**src/shared/cmr_defs.vh**
```
// constants for the cell monitor limit, balance and gate register bank
`ifndef CMR_DEFS_VH
`define CMR_DEFS_VH

`define CMR_CLK_KHZ         64'd200000
`define CMR_STEP_MS         64'd71500
`define CMR_STEP_CYCLES     (`CMR_STEP_MS * `CMR_CLK_KHZ)
`define CMR_ALERT_F0_HZ     64'd100
`define CMR_ALERT_F1_HZ     64'd1000
`define CMR_ALERT_F2_HZ     64'd10000
`define CMR_HALF_CYCLES(f)  ((`CMR_CLK_KHZ * 64'd1000) / (64'd2 * (f)))

`define CMR_A_CTRL_HI       6'h0D
`define CMR_A_CTRL_LO       6'h0E
`define CMR_A_CELL_HI       6'h0F
`define CMR_A_CELL_LO       6'h10
`define CMR_A_AUX_HI        6'h11
`define CMR_A_AUX_LO        6'h12
`define CMR_A_ALERT         6'h13
`define CMR_A_BAL           6'h14
`define CMR_A_TMR0          6'h15
`define CMR_A_PD_TMR        6'h1B
`define CMR_A_READ          6'h1C
`define CMR_A_GATE          6'h1D

`define CMR_RST_CTRL_HI     8'h00
`define CMR_RST_CTRL_LO     8'h13
`define CMR_RST_HIGH_TH     8'hFF
`define CMR_RST_ZERO        8'h00

`define CMR_CTRL_HI_TRIG    3
`define CMR_CTRL_LO_SWRST   7
`define CMR_BAL_LSB         2
`define CMR_CODE_MSB        7
`define CMR_CODE_LSB        3
`define CMR_GATE_HOLD       0
`define CMR_GATE_ONE        1
`define CMR_ALERT_FREQ_MSB  1
`define CMR_ALERT_MODE_MSB  3
`define CMR_ALERT_MODE_LSB  2

`define CMR_MODE_STATIC     2'h0
`define CMR_MODE_DYNAMIC    2'h1
`define CMR_MODE_PASS       2'h2

`endif

```
**src/rtl/cmr_regs.v**
```verilog
// cell monitor limit, alert, balance, shutdown and convert gate register bank
//
// Overview of operation
// - Cell result above cell high threshold (reset 0xFF, 16 mV step) raises alert.
// - Cell result below cell low threshold (reset 0x00) raises alert.
// - Aux result above aux high threshold (reset 0xFF, 19 mV step) raises alert.
// - Aux result below aux low threshold (reset 0x00) raises alert.
// - Static alert: output high while clean, low once any violation occurred.
// - Dynamic alert: square wave at 100 Hz, 1 kHz or 10 kHz while clean, low once any violation occurred.
// - Pass-through forwards incoming alert, forces low on own violation.
// - Balance bits 7..2 drive outputs six..one, 1 on; bits 1..0 zero.
// - Balance register zero at reset, software reset and hardware power-down.
// - Balance timer code in bits 7..3, 71.5 s per step; low bits zero.
// - Zero timer code: output follows balance bit only.
// - Shutdown timer code bits 7..3, 71.5 s steps, powers device down.
// - Shutdown timer beats balance timers; host sets it one step longer.
// - Readback selector holds 6-bit address in bits 7..2, reset zero.
// - Host writes target address for readback; zero returns conversion series.
// - Gate bit 0 set holds internal convert start high.
// - Gate bits 10 pass exactly one falling edge, then block.
// - Gate register resets to zero: pin passes ungated.
// - Control bit 11 picks pin or select-line trigger; clears after software start.
// - Control bit 7 holds software reset; all but control low byte restored.
`timescale 1ns/10ps
`include "cmr_defs.vh"

module cmr_regs #(
    parameter [63:0] STEP_CYCLES = `CMR_STEP_CYCLES,
    parameter [63:0] HALF_F0     = `CMR_HALF_CYCLES(`CMR_ALERT_F0_HZ),
    parameter [63:0] HALF_F1     = `CMR_HALF_CYCLES(`CMR_ALERT_F1_HZ),
    parameter [63:0] HALF_F2     = `CMR_HALF_CYCLES(`CMR_ALERT_F2_HZ)
) (
    input  wire        MCLK,
    input  wire        RST_N,
    input  wire        REG_WR,
    input  wire [5:0]  REG_ADDR,
    input  wire [7:0]  REG_WDATA,
    output reg  [7:0]  REG_RDATA,
    output wire        RESULT_SERIES,
    input  wire        CONV_VALID,
    input  wire        CONV_IS_AUX,
    input  wire [11:0] CONV_DATA,
    input  wire        ALERT_IN,
    output reg         ALERT_OUT,
    output wire [5:0]  BALANCE_OUTPUTS,
    input  wire        HW_POWER_DOWN,
    output reg         POWER_DOWN_REQUEST,
    input  wire        CONVERT_START_PIN_N,
    output reg         CONVERT_START_INT_N,
    input  wire        SOFT_START,
    output wire        TRIGGER_ON_SELECT
);

    reg  [7:0]  ctrl_hi_q;
    reg  [7:0]  ctrl_lo_q;
    reg  [7:0]  cell_hi_q;
    reg  [7:0]  cell_lo_q;
    reg  [7:0]  aux_hi_q;
    reg  [7:0]  aux_lo_q;
    reg  [7:0]  alert_cfg_q;
    reg  [7:0]  bal_q;
    reg  [7:0]  tmr_q [0:5];
    reg  [4:0]  tmr_cnt_q [0:5];
    reg  [7:0]  pd_tmr_q;
    reg  [4:0]  pd_cnt_q;
    reg  [7:0]  read_q;
    reg  [7:0]  gate_q;
    reg         window_q;
    reg         window_fall_q;
    reg         pin_prev_q;
    reg         violated_q;
    reg  [63:0] step_cnt_q;
    reg  [63:0] wave_cnt_q;
    reg         wave_q;
    reg  [63:0] wave_half;
    reg  [7:0]  rd_d;
    integer     i;

    wire        sw_rst = ctrl_lo_q[`CMR_CTRL_LO_SWRST];
    wire        wr     = REG_WR & ~sw_rst;
    wire        step   = (step_cnt_q == STEP_CYCLES - 64'd1);
    wire [7:0]  res8   = CONV_DATA[11:4];
    wire        pd_fire = step & (pd_tmr_q[7:3] != 5'h00) & (pd_cnt_q == 5'h01);
    wire        pd_event = HW_POWER_DOWN | pd_fire;
    wire [1:0]  alert_mode = alert_cfg_q[`CMR_ALERT_MODE_MSB:`CMR_ALERT_MODE_LSB];
    wire        pin_fall = pin_prev_q & ~CONVERT_START_PIN_N;
    wire        pin_rise = ~pin_prev_q & CONVERT_START_PIN_N;

    function [4:0] code_of;
        input [7:0] r;
        begin
            code_of = r[`CMR_CODE_MSB:`CMR_CODE_LSB];
        end
    endfunction

    function is_wr;
        input       w;
        input [5:0] a;
        input [5:0] t;
        begin
            is_wr = w & (a == t);
        end
    endfunction

    assign BALANCE_OUTPUTS   = bal_q[7:2];
    assign RESULT_SERIES     = (read_q[7:2] == 6'h00);
    assign TRIGGER_ON_SELECT = ctrl_hi_q[`CMR_CTRL_HI_TRIG];

    // control register; low byte survives software reset
    always @(posedge MCLK) begin
        if (!RST_N) begin
            ctrl_hi_q <= `CMR_RST_CTRL_HI;
            ctrl_lo_q <= `CMR_RST_CTRL_LO;
        end else begin
            if (REG_WR && REG_ADDR == `CMR_A_CTRL_LO)
                ctrl_lo_q <= REG_WDATA;
            if (sw_rst)
                ctrl_hi_q <= `CMR_RST_CTRL_HI;
            else if (is_wr(wr, REG_ADDR, `CMR_A_CTRL_HI))
                ctrl_hi_q <= REG_WDATA;
            else if (SOFT_START && ctrl_hi_q[`CMR_CTRL_HI_TRIG])
                ctrl_hi_q[`CMR_CTRL_HI_TRIG] <= 1'b0;
        end
    end

    // plain configuration registers
    always @(posedge MCLK) begin
        if (!RST_N || sw_rst) begin
            cell_hi_q   <= `CMR_RST_HIGH_TH;
            cell_lo_q   <= `CMR_RST_ZERO;
            aux_hi_q    <= `CMR_RST_HIGH_TH;
            aux_lo_q    <= `CMR_RST_ZERO;
            alert_cfg_q <= `CMR_RST_ZERO;
            read_q      <= `CMR_RST_ZERO;
            pd_tmr_q    <= `CMR_RST_ZERO;
            for (i = 0; i < 6; i = i + 1)
                tmr_q[i] <= `CMR_RST_ZERO;
        end else begin
            if (is_wr(wr, REG_ADDR, `CMR_A_CELL_HI)) cell_hi_q <= REG_WDATA;
            if (is_wr(wr, REG_ADDR, `CMR_A_CELL_LO)) cell_lo_q <= REG_WDATA;
            if (is_wr(wr, REG_ADDR, `CMR_A_AUX_HI)) aux_hi_q <= REG_WDATA;
            if (is_wr(wr, REG_ADDR, `CMR_A_AUX_LO)) aux_lo_q <= REG_WDATA;
            if (is_wr(wr, REG_ADDR, `CMR_A_ALERT)) alert_cfg_q <= REG_WDATA;
            if (is_wr(wr, REG_ADDR, `CMR_A_READ))
                read_q <= {REG_WDATA[7:2], 2'b00};
            if (is_wr(wr, REG_ADDR, `CMR_A_PD_TMR))
                pd_tmr_q <= {code_of(REG_WDATA), 3'b000};
            for (i = 0; i < 6; i = i + 1)
                if (is_wr(wr, REG_ADDR, `CMR_A_TMR0 + i[5:0]))
                    tmr_q[i] <= {code_of(REG_WDATA), 3'b000};
        end
    end

    // step prescaler shared by all minute-scale timers
    always @(posedge MCLK) begin
        if (!RST_N || step)
            step_cnt_q <= 64'd0;
        else
            step_cnt_q <= step_cnt_q + 64'd1;
    end

    // balance bits with per-output countdown; power-down wins
    always @(posedge MCLK) begin
        if (!RST_N || sw_rst || pd_event) begin
            bal_q <= `CMR_RST_ZERO;
            for (i = 0; i < 6; i = i + 1)
                tmr_cnt_q[i] <= 5'h00;
        end else begin
            if (is_wr(wr, REG_ADDR, `CMR_A_BAL))
                bal_q <= {REG_WDATA[7:2], 2'b00};
            for (i = 0; i < 6; i = i + 1) begin
                if (!bal_q[`CMR_BAL_LSB + i] || code_of(tmr_q[i]) == 5'h00) begin
                    tmr_cnt_q[i] <= code_of(tmr_q[i]);
                end else if (step) begin
                    if (tmr_cnt_q[i] <= 5'h01)
                        bal_q[`CMR_BAL_LSB + i] <= 1'b0;
                    else
                        tmr_cnt_q[i] <= tmr_cnt_q[i] - 5'h01;
                end
            end
        end
    end

    // shutdown countdown, restarted by each write of its register
    always @(posedge MCLK) begin
        if (!RST_N || sw_rst) begin
            pd_cnt_q           <= 5'h00;
            POWER_DOWN_REQUEST <= 1'b0;
        end else if (is_wr(wr, REG_ADDR, `CMR_A_PD_TMR)) begin
            pd_cnt_q           <= code_of(REG_WDATA);
            POWER_DOWN_REQUEST <= pd_fire;
        end else begin
            if (pd_fire)
                POWER_DOWN_REQUEST <= 1'b1;
            if (step && pd_cnt_q != 5'h00)
                pd_cnt_q <= pd_cnt_q - 5'h01;
        end
    end

    // sticky limit violation
    always @(posedge MCLK) begin
        if (!RST_N || sw_rst)
            violated_q <= 1'b0;
        else if (CONV_VALID && !CONV_IS_AUX && (res8 > cell_hi_q || res8 < cell_lo_q))
            violated_q <= 1'b1;
        else if (CONV_VALID && CONV_IS_AUX && (res8 > aux_hi_q || res8 < aux_lo_q))
            violated_q <= 1'b1;
    end

    always @* begin
        case (alert_cfg_q[`CMR_ALERT_FREQ_MSB:0])
            2'h0:    wave_half = HALF_F0;
            2'h1:    wave_half = HALF_F1;
            default: wave_half = HALF_F2;
        endcase
    end

    // alert square wave and output select
    always @(posedge MCLK) begin
        if (!RST_N || sw_rst) begin
            wave_cnt_q <= 64'd0;
            wave_q     <= 1'b1;
            ALERT_OUT  <= 1'b1;
        end else begin
            if (wave_cnt_q >= wave_half - 64'd1) begin
                wave_cnt_q <= 64'd0;
                wave_q     <= ~wave_q;
            end else begin
                wave_cnt_q <= wave_cnt_q + 64'd1;
            end
            if (violated_q)
                ALERT_OUT <= 1'b0;
            else case (alert_mode)
                `CMR_MODE_STATIC:  ALERT_OUT <= 1'b1;
                `CMR_MODE_DYNAMIC: ALERT_OUT <= wave_q;
                `CMR_MODE_PASS:    ALERT_OUT <= ALERT_IN;
                default:           ALERT_OUT <= 1'b1;
            endcase
        end
    end

    // convert start gate and single-pulse window
    always @(posedge MCLK) begin
        if (!RST_N || sw_rst) begin
            gate_q              <= `CMR_RST_ZERO;
            window_q            <= 1'b0;
            window_fall_q       <= 1'b0;
            pin_prev_q          <= 1'b1;
            CONVERT_START_INT_N <= 1'b1;
        end else begin
            pin_prev_q <= CONVERT_START_PIN_N;
            if (is_wr(wr, REG_ADDR, `CMR_A_GATE)) begin
                gate_q        <= REG_WDATA;
                window_q      <= REG_WDATA[`CMR_GATE_ONE] & ~REG_WDATA[`CMR_GATE_HOLD];
                window_fall_q <= 1'b0;
            end else if (window_q && pin_fall) begin
                window_fall_q <= 1'b1;
            end else if (window_fall_q && pin_rise) begin
                window_q      <= 1'b0;
                window_fall_q <= 1'b0;
            end
            if (gate_q[`CMR_GATE_HOLD])
                CONVERT_START_INT_N <= 1'b1;
            else if (gate_q[`CMR_GATE_ONE])
                CONVERT_START_INT_N <= CONVERT_START_PIN_N |
                                       ~(window_q & (pin_fall | window_fall_q));
            else
                CONVERT_START_INT_N <= CONVERT_START_PIN_N;
        end
    end

    // register addressed by the readback selector
    always @* begin
        rd_d = 8'h00;
        case (read_q[7:2])
            `CMR_A_CTRL_HI: rd_d = ctrl_hi_q;
            `CMR_A_CTRL_LO: rd_d = ctrl_lo_q;
            `CMR_A_CELL_HI: rd_d = cell_hi_q;
            `CMR_A_CELL_LO: rd_d = cell_lo_q;
            `CMR_A_AUX_HI:  rd_d = aux_hi_q;
            `CMR_A_AUX_LO:  rd_d = aux_lo_q;
            `CMR_A_ALERT:   rd_d = alert_cfg_q;
            `CMR_A_BAL:     rd_d = bal_q;
            `CMR_A_PD_TMR:  rd_d = pd_tmr_q;
            `CMR_A_READ:    rd_d = read_q;
            `CMR_A_GATE:    rd_d = gate_q;
            default: begin
                for (i = 0; i < 6; i = i + 1)
                    if (read_q[7:2] == `CMR_A_TMR0 + i[5:0])
                        rd_d = tmr_q[i];
            end
        endcase
    end

    always @(posedge MCLK) begin
        if (!RST_N)
            REG_RDATA <= 8'h00;
        else
            REG_RDATA <= rd_d;
    end

endmodule // cmr_regs

```
**config.mk**
```make
export PLATFORM = sky130hd
export DESIGN_NAME = cmr_regs
export DESIGN_NICKNAME = d
export VERILOG_FILES = /design/src/rtl/cmr_regs.v
export VERILOG_INCLUDE_DIRS = /design/src /design/src/shared
export SDC_FILE = /design/constraint.sdc
export NUM_CORES = 1
export LEC_CHECK = 0
export ABC_CLOCK_PERIOD_IN_PS = 4100
export CORE_MARGIN = 8
export CORE_UTILIZATION = 32
export DETAILED_ROUTE_END_ITERATION = 16
export DONT_BUFFER_PORTS = 1
export SYNTH_ARGS = -nofsm -noshare
export SYNTH_HDL_FRONTEND = slang
export SYNTH_SLANG_ARGS = --single-unit
```
**constraint.sdc**
```tcl
create_clock -name MCLK -period 4.1 [get_ports MCLK]
set_input_delay 0.82 -clock MCLK [delete_from_list [all_inputs] [get_ports MCLK]]
set_output_delay 0.82 -clock MCLK [all_outputs]
set_load 0.01 [all_outputs]
```
Yosys cells after proc, flatten, opt, wreduce, memory -nomap -nowiden:

Memory sizes are Yosys's and may differ from the RTL's.
Index checks and enable logic that the tools add are counted.

* add/sub/neg operators: 10
* bitwise logic cells: 51
* reductions and logical operators: 49
* eq/ne operators: 40
* mux-type cells: 130
* order comparisons: 11

Operators with widths (count)
* 6-bit by 5-bit equality test with 1-bit output (second input constant): 28
* 64-bit by 1-bit adder with 64-bit output (second input constant): 2
* 1-bit two-way mux: 100
* 5-bit two-way mux: 20
* 8-bit case mux with 11 select lines: 1
* 64-bit by 34-bit equality test with 1-bit output (second input constant): 1
* 64-bit >= comparator: 1
* 64-bit by 1-bit subtractor with 64-bit output (second input constant): 1
* 8-bit two-way mux: 7
* 20-bit case mux with 2 select lines: 1
* 6-bit by 4-bit equality test with 1-bit output (second input constant): 6
* 5-bit by 1-bit subtractor with 5-bit output (second input constant): 7
* 5-bit by 1-bit less-or-equal comparator with 1-bit output (second input constant): 6
* 5-bit zero test: 6
* 1-bit AND: 23
* 1-bit bitwise OR: 21
* 8-bit > comparator: 2
* 8-bit less-than comparator: 2
* 2-bit nonzero test: 6
* 1-bit logical OR: 11
* 5-bit nonzero test: 2
* 1-bit logical AND: 9
* 1-bit zero test: 8
* 2-bit OR reduction: 4
* other kinds (9): 16

* logic and storage cells: 317
* memories: 2
* output and inout bits: 19
* bits in writable memories: 60
* input bits: 35
* flip-flop bits (word level): 230

Memory list
* tmr_cnt_q: depth 6, bits a word 5, rd ports 6, clocked after Yosys merged registers in 0, write ports 6, RTL line cmr_regs.v:63 `reg [4:0] tmr_cnt_q [0:5];`
* tmr_q: depth 6, bits a word 5, rd ports 6, clocked after Yosys merged registers in 0, write ports 6, RTL line cmr_regs.v:62 `reg [7:0] tmr_q [0:5];`

Depth between registers and ports, before layout:

* word-level depth: 9
* mapped depth: 10
* gate-level depth less buffers: 9

Worst setup path after synthesis:

No wires, ideal clock.

* kind: register to register
* start point: reg step_cnt_q[45]
* end point: mem tmr_cnt_q[0][0], enable pin
* required time: 3.789 ns
* clock period less this slack: 2.645 ns
* library setup time: 0.311 ns
* path buffers: 2
* slack: 1.455 ns
* data arrival time: 2.334 ns
* cell stages (with the launch flop): 9
* path through: dfxtp_1 > or4_1 > or4_4 > nor4_4 > and3_1 > buf_4 > nand2b_1 > buf_4 > a211o_1

RTL lines
* from (decl): RTL line cmr_regs.v:72 `reg [63:0] step_cnt_q;`
* from (signal assigned): RTL line cmr_regs.v:159 `step_cnt_q <= step_cnt_q + 64'd1;`
* to (decl): RTL line cmr_regs.v:63

==> impl_metrics.csv <==
group,metric,value,unit
outcome,status,"complete, no violations",
floorplanning,die_area,50600,sq um
critical_path,cp_data_arrival_time,3.39,ns
critical_path,path_buf_inv,1,
clock_network,cts_buffers,30,
sta,hold_viol_final,0,
finish,area_delta_synth_final,13.6,%
clock_network,clock_latency,0.56,ns
sta,max_freq,318,MHz
yosys,syn_inst,1500,
floorplanning,core_area,43100,sq um
sta,rsz0062_at_grt,"false",
clock_network,cts_hold_buffers,0,
sta,fin_crit,3.15,ns
sta,hold_slack,0.327,ns
yosys,synthFlopType,"dfxtp_1",
finish,final_cell_mix,"dfxtp_1, nor2_1, nand2_1",
finish,num_antenna_cells,0,
clock_network,postCtsSetupBuffers,0,
critical_path,path_class,"reg2reg",
global_route,grt_pass1_wl,57.6,mm
clock_network,clk_pin_slew,0.06,ns
yosys,synth_warnings,0,
flow_run,cap_violations,0,
finish,mostFrequentLayoutCell,"dfxtp_1",
global_route,gr-usage-all-layers,14.0,%
finish,nFillCells,4314,
global_route,antenna_found_initial,1,
global_route,grt_overflow,0,
drt,post-route-drc-count,0,
finish,final_core_util,36.8,%
drt,via_count,10898,
placed_design,hpwlAfterDp,25.8,mm
floorplanning,ioPinCount,54,
sta,slew_violations,0,
clock_network,cts_root_buffer,"clkbuf_16",
critical_path,path_cells,"or4_1 > or4_4 > nor4_4 > and3_1 > buf_4 > nand2b_1 > a211o_1",
clock_network,cts-resized-gates,0,
power,power_density,397,nW/um^2
sta,slew_headroom,27.3,%
critical_path,max_stage_delay,0.56,ns
drt,routed_wirelength,36.2,mm
yosys,ys_types,67,
critical_path,critPathTopFamily,"simple AND/OR/NAND/NOR gates",
drt,wl_per_cell,17.0,um
sta,min_period_over_period,76.8,%
clock_network,cts.sinks,290,
placed_design,post_dp_cell_area,14700,sq um
critical_path,worstPathMaxFanout,12,
placed_design,placedCellCount,2072,
drt,drtIter0Drc,761,
placed_design,port_buffers,0,
floorplanning,fp-row-count,76,
finish,drive_gt1_share,6.74,%
sta,setup_viol,0,
sta,worst_pin_slew,1.08,ns
yosys,synth_edf_count,60,
placed_design,routabilityCongestion,0.900,
yosys,synth_seq_area_share,45.9,%
clock_network,h-tree-depth,1,
floorplanning,start_util,32.4,%
critical_path,start_kind,"register",
yosys,synthArstFlopShare,0,%
sta,finalSetupTns,0,ns
clock_network,cts_buffer_depth,3,
finish,post-route-cell-area,15900,sq um
power,power_leakage,5.91,nW
yosys,synth_area_per_cell,9.31,sq um
yosys,syn_area,14000,sq um
drt,via_per_inst,5.12,
finish,final-instance-count-excl-fill,2128,
sta,clock_skew,0.0316,ns
finish,nets,1617,
drt,ant_nets,0,
critical_path,critPathRequiredTime,4.34,ns
global_route,first_global_vias,10538,
worst_hold_path,hold_path.class,"in2reg",
floorplanning,die_h,225,um
critical_path,end_kind,"register",
power,ir_drop,0.315,mV
critical_path,cpMaxStageDelayCell,"or4_1",
floorplanning,die_width,225,um
yosys,synth-seq-cells,290,
drt,first_pass_iters,6,
global_route,grt_max_degree,64,
clock_network,cts_tree,"built",
## kinds of logic (layout without fill, tap and decap cells)
| family | after synthesis | in the layout | share of synthesized area (%) |
|---|---|---|---|
| and+or+nand+nor | 614 | 614 | 21.9 |
| muxes | 66 | 66 | 4.85 |
| other | 2 | 45 | 0.0538 |
| DFF | 290 | 290 | 45.9 |
| buffers and inverters | 142 | 142 | 4.33 |
| adders and majority gates | 63 | 63 | 5.64 |
| xor gates and xnor gates | 99 | 99 | 6.21 |
| AOI/OAI and AO/OA | 224 | 224 | 11.1 |
## synth_stat cells (all sizes together) (6+ instances only)
cell / n / share of area [%]
a221oi: 9 / 0.56
a211oi: 10 / 0.54
o2bb2ai: 30 / 1.9
nor2: 195 / 5.2
or3: 6 / 0.27
nor2b: 11 / 0.49
nand2b: 13 / 0.58
xnor2: 60 / 3.8
nand2: 103 / 2.8
nand4: 39 / 1.7
dfxtp: 230 / 33
xor2: 39 / 2.4
inv: 67 / 1.8
a22oi: 12 / 0.64
o211ai: 18 / 0.97
a21oi: 33 / 1.2
o21ai: 58 / 2.1
nand3: 61 / 2.2
ha: 63 / 5.6
clkbuf: 56 / 1.5
and2: 33 / 1.5
a211o: 9 / 0.56
mux2i: 61 / 4.4
a22o: 6 / 0.38
nor4: 43 / 2.1
buf: 19 / 1.0
nor3: 62 / 2.5
or2: 8 / 0.36
or4: 14 / 0.78
and3: 11 / 0.49
edfxtp: 60 / 13
## power by group
part           total (mW)  internal [mW]  leakage [nW]  switching, mW
Clock                3.14           2.00         0.592           1.14
Sequential           2.99           2.95          2.56         0.0325
Combinational       0.178         0.0642          2.76          0.114
## metal layers
layer / track usage, % / routed length, um / vias to the layer above
met4: 4.90 / 1110 / 0
met2: 22.4 / 16400 / 274
met1: 18.2 / 16200 / 5205
li1: - / - / 5350
met3: 3.38 / 2520 / 69
met5: 0 / 0 / -
## sequential cells by signal, indices dropped and copies added, names as in the netlist, 5 cells and up
signal	flops
cell_hi_q	8
aux_lo_q	8
tmr_q	30
gate_q	8
ctrl_hi_q	8
wave_cnt_q	64
ctrl_lo_q	8
alert_cfg_q	8
REG_RDATA	8
cell_lo_q	8
bal_q	6
aux_hi_q	8
read_q	6
pd_tmr_q	5
step_cnt_q	64
tmr_cnt_q	30
pd_cnt_q	5
## worst paths after layout
| kind | startpoint | to | slack, ns | cells past startpoint |
|---|---|---|---|---|
| setup reg to reg | step_cnt_q[45] | tmr_cnt_q[0][2] | 0.95 | 7 |
| hold reg to reg | wave_cnt_q[0] | wave_cnt_q[0] | 0.48 | 1 |
| hold / removal | RST_N | ctrl_lo_q[4] | 0.33 | 1 |
| setup / recovery | step_cnt_q[45] | tmr_cnt_q[0][2] | 0.95 | 7 |
## final cells by class
cell class | instances | area, sq um | share of cell area [%]
Multi-Input combinational cell | 1111 | 7140 | 45.0
Sequential cell | 290 | 6410 | 40.4
Clock buffer | 45 | 1000 | 6.32
Tap cell | 585 | 732 | 4.61
Inverter | 67 | 251 | 1.58
Clock inverter | 11 | 181 | 1.14
Timing Repair Buffer | 19 | 155 | 0.978
## stage by stage
step           power (mW)  setup slack, ns
2_1_floorplan        3.19             1.46
3_3_place_gp         3.22            0.940
3_5_place_dp         3.22            0.930
4_1_cts              6.36            0.930
5_1_grt              6.51            0.751
6_report             6.30            0.951
Note: power is estimated with default switching activity, not from simulation.
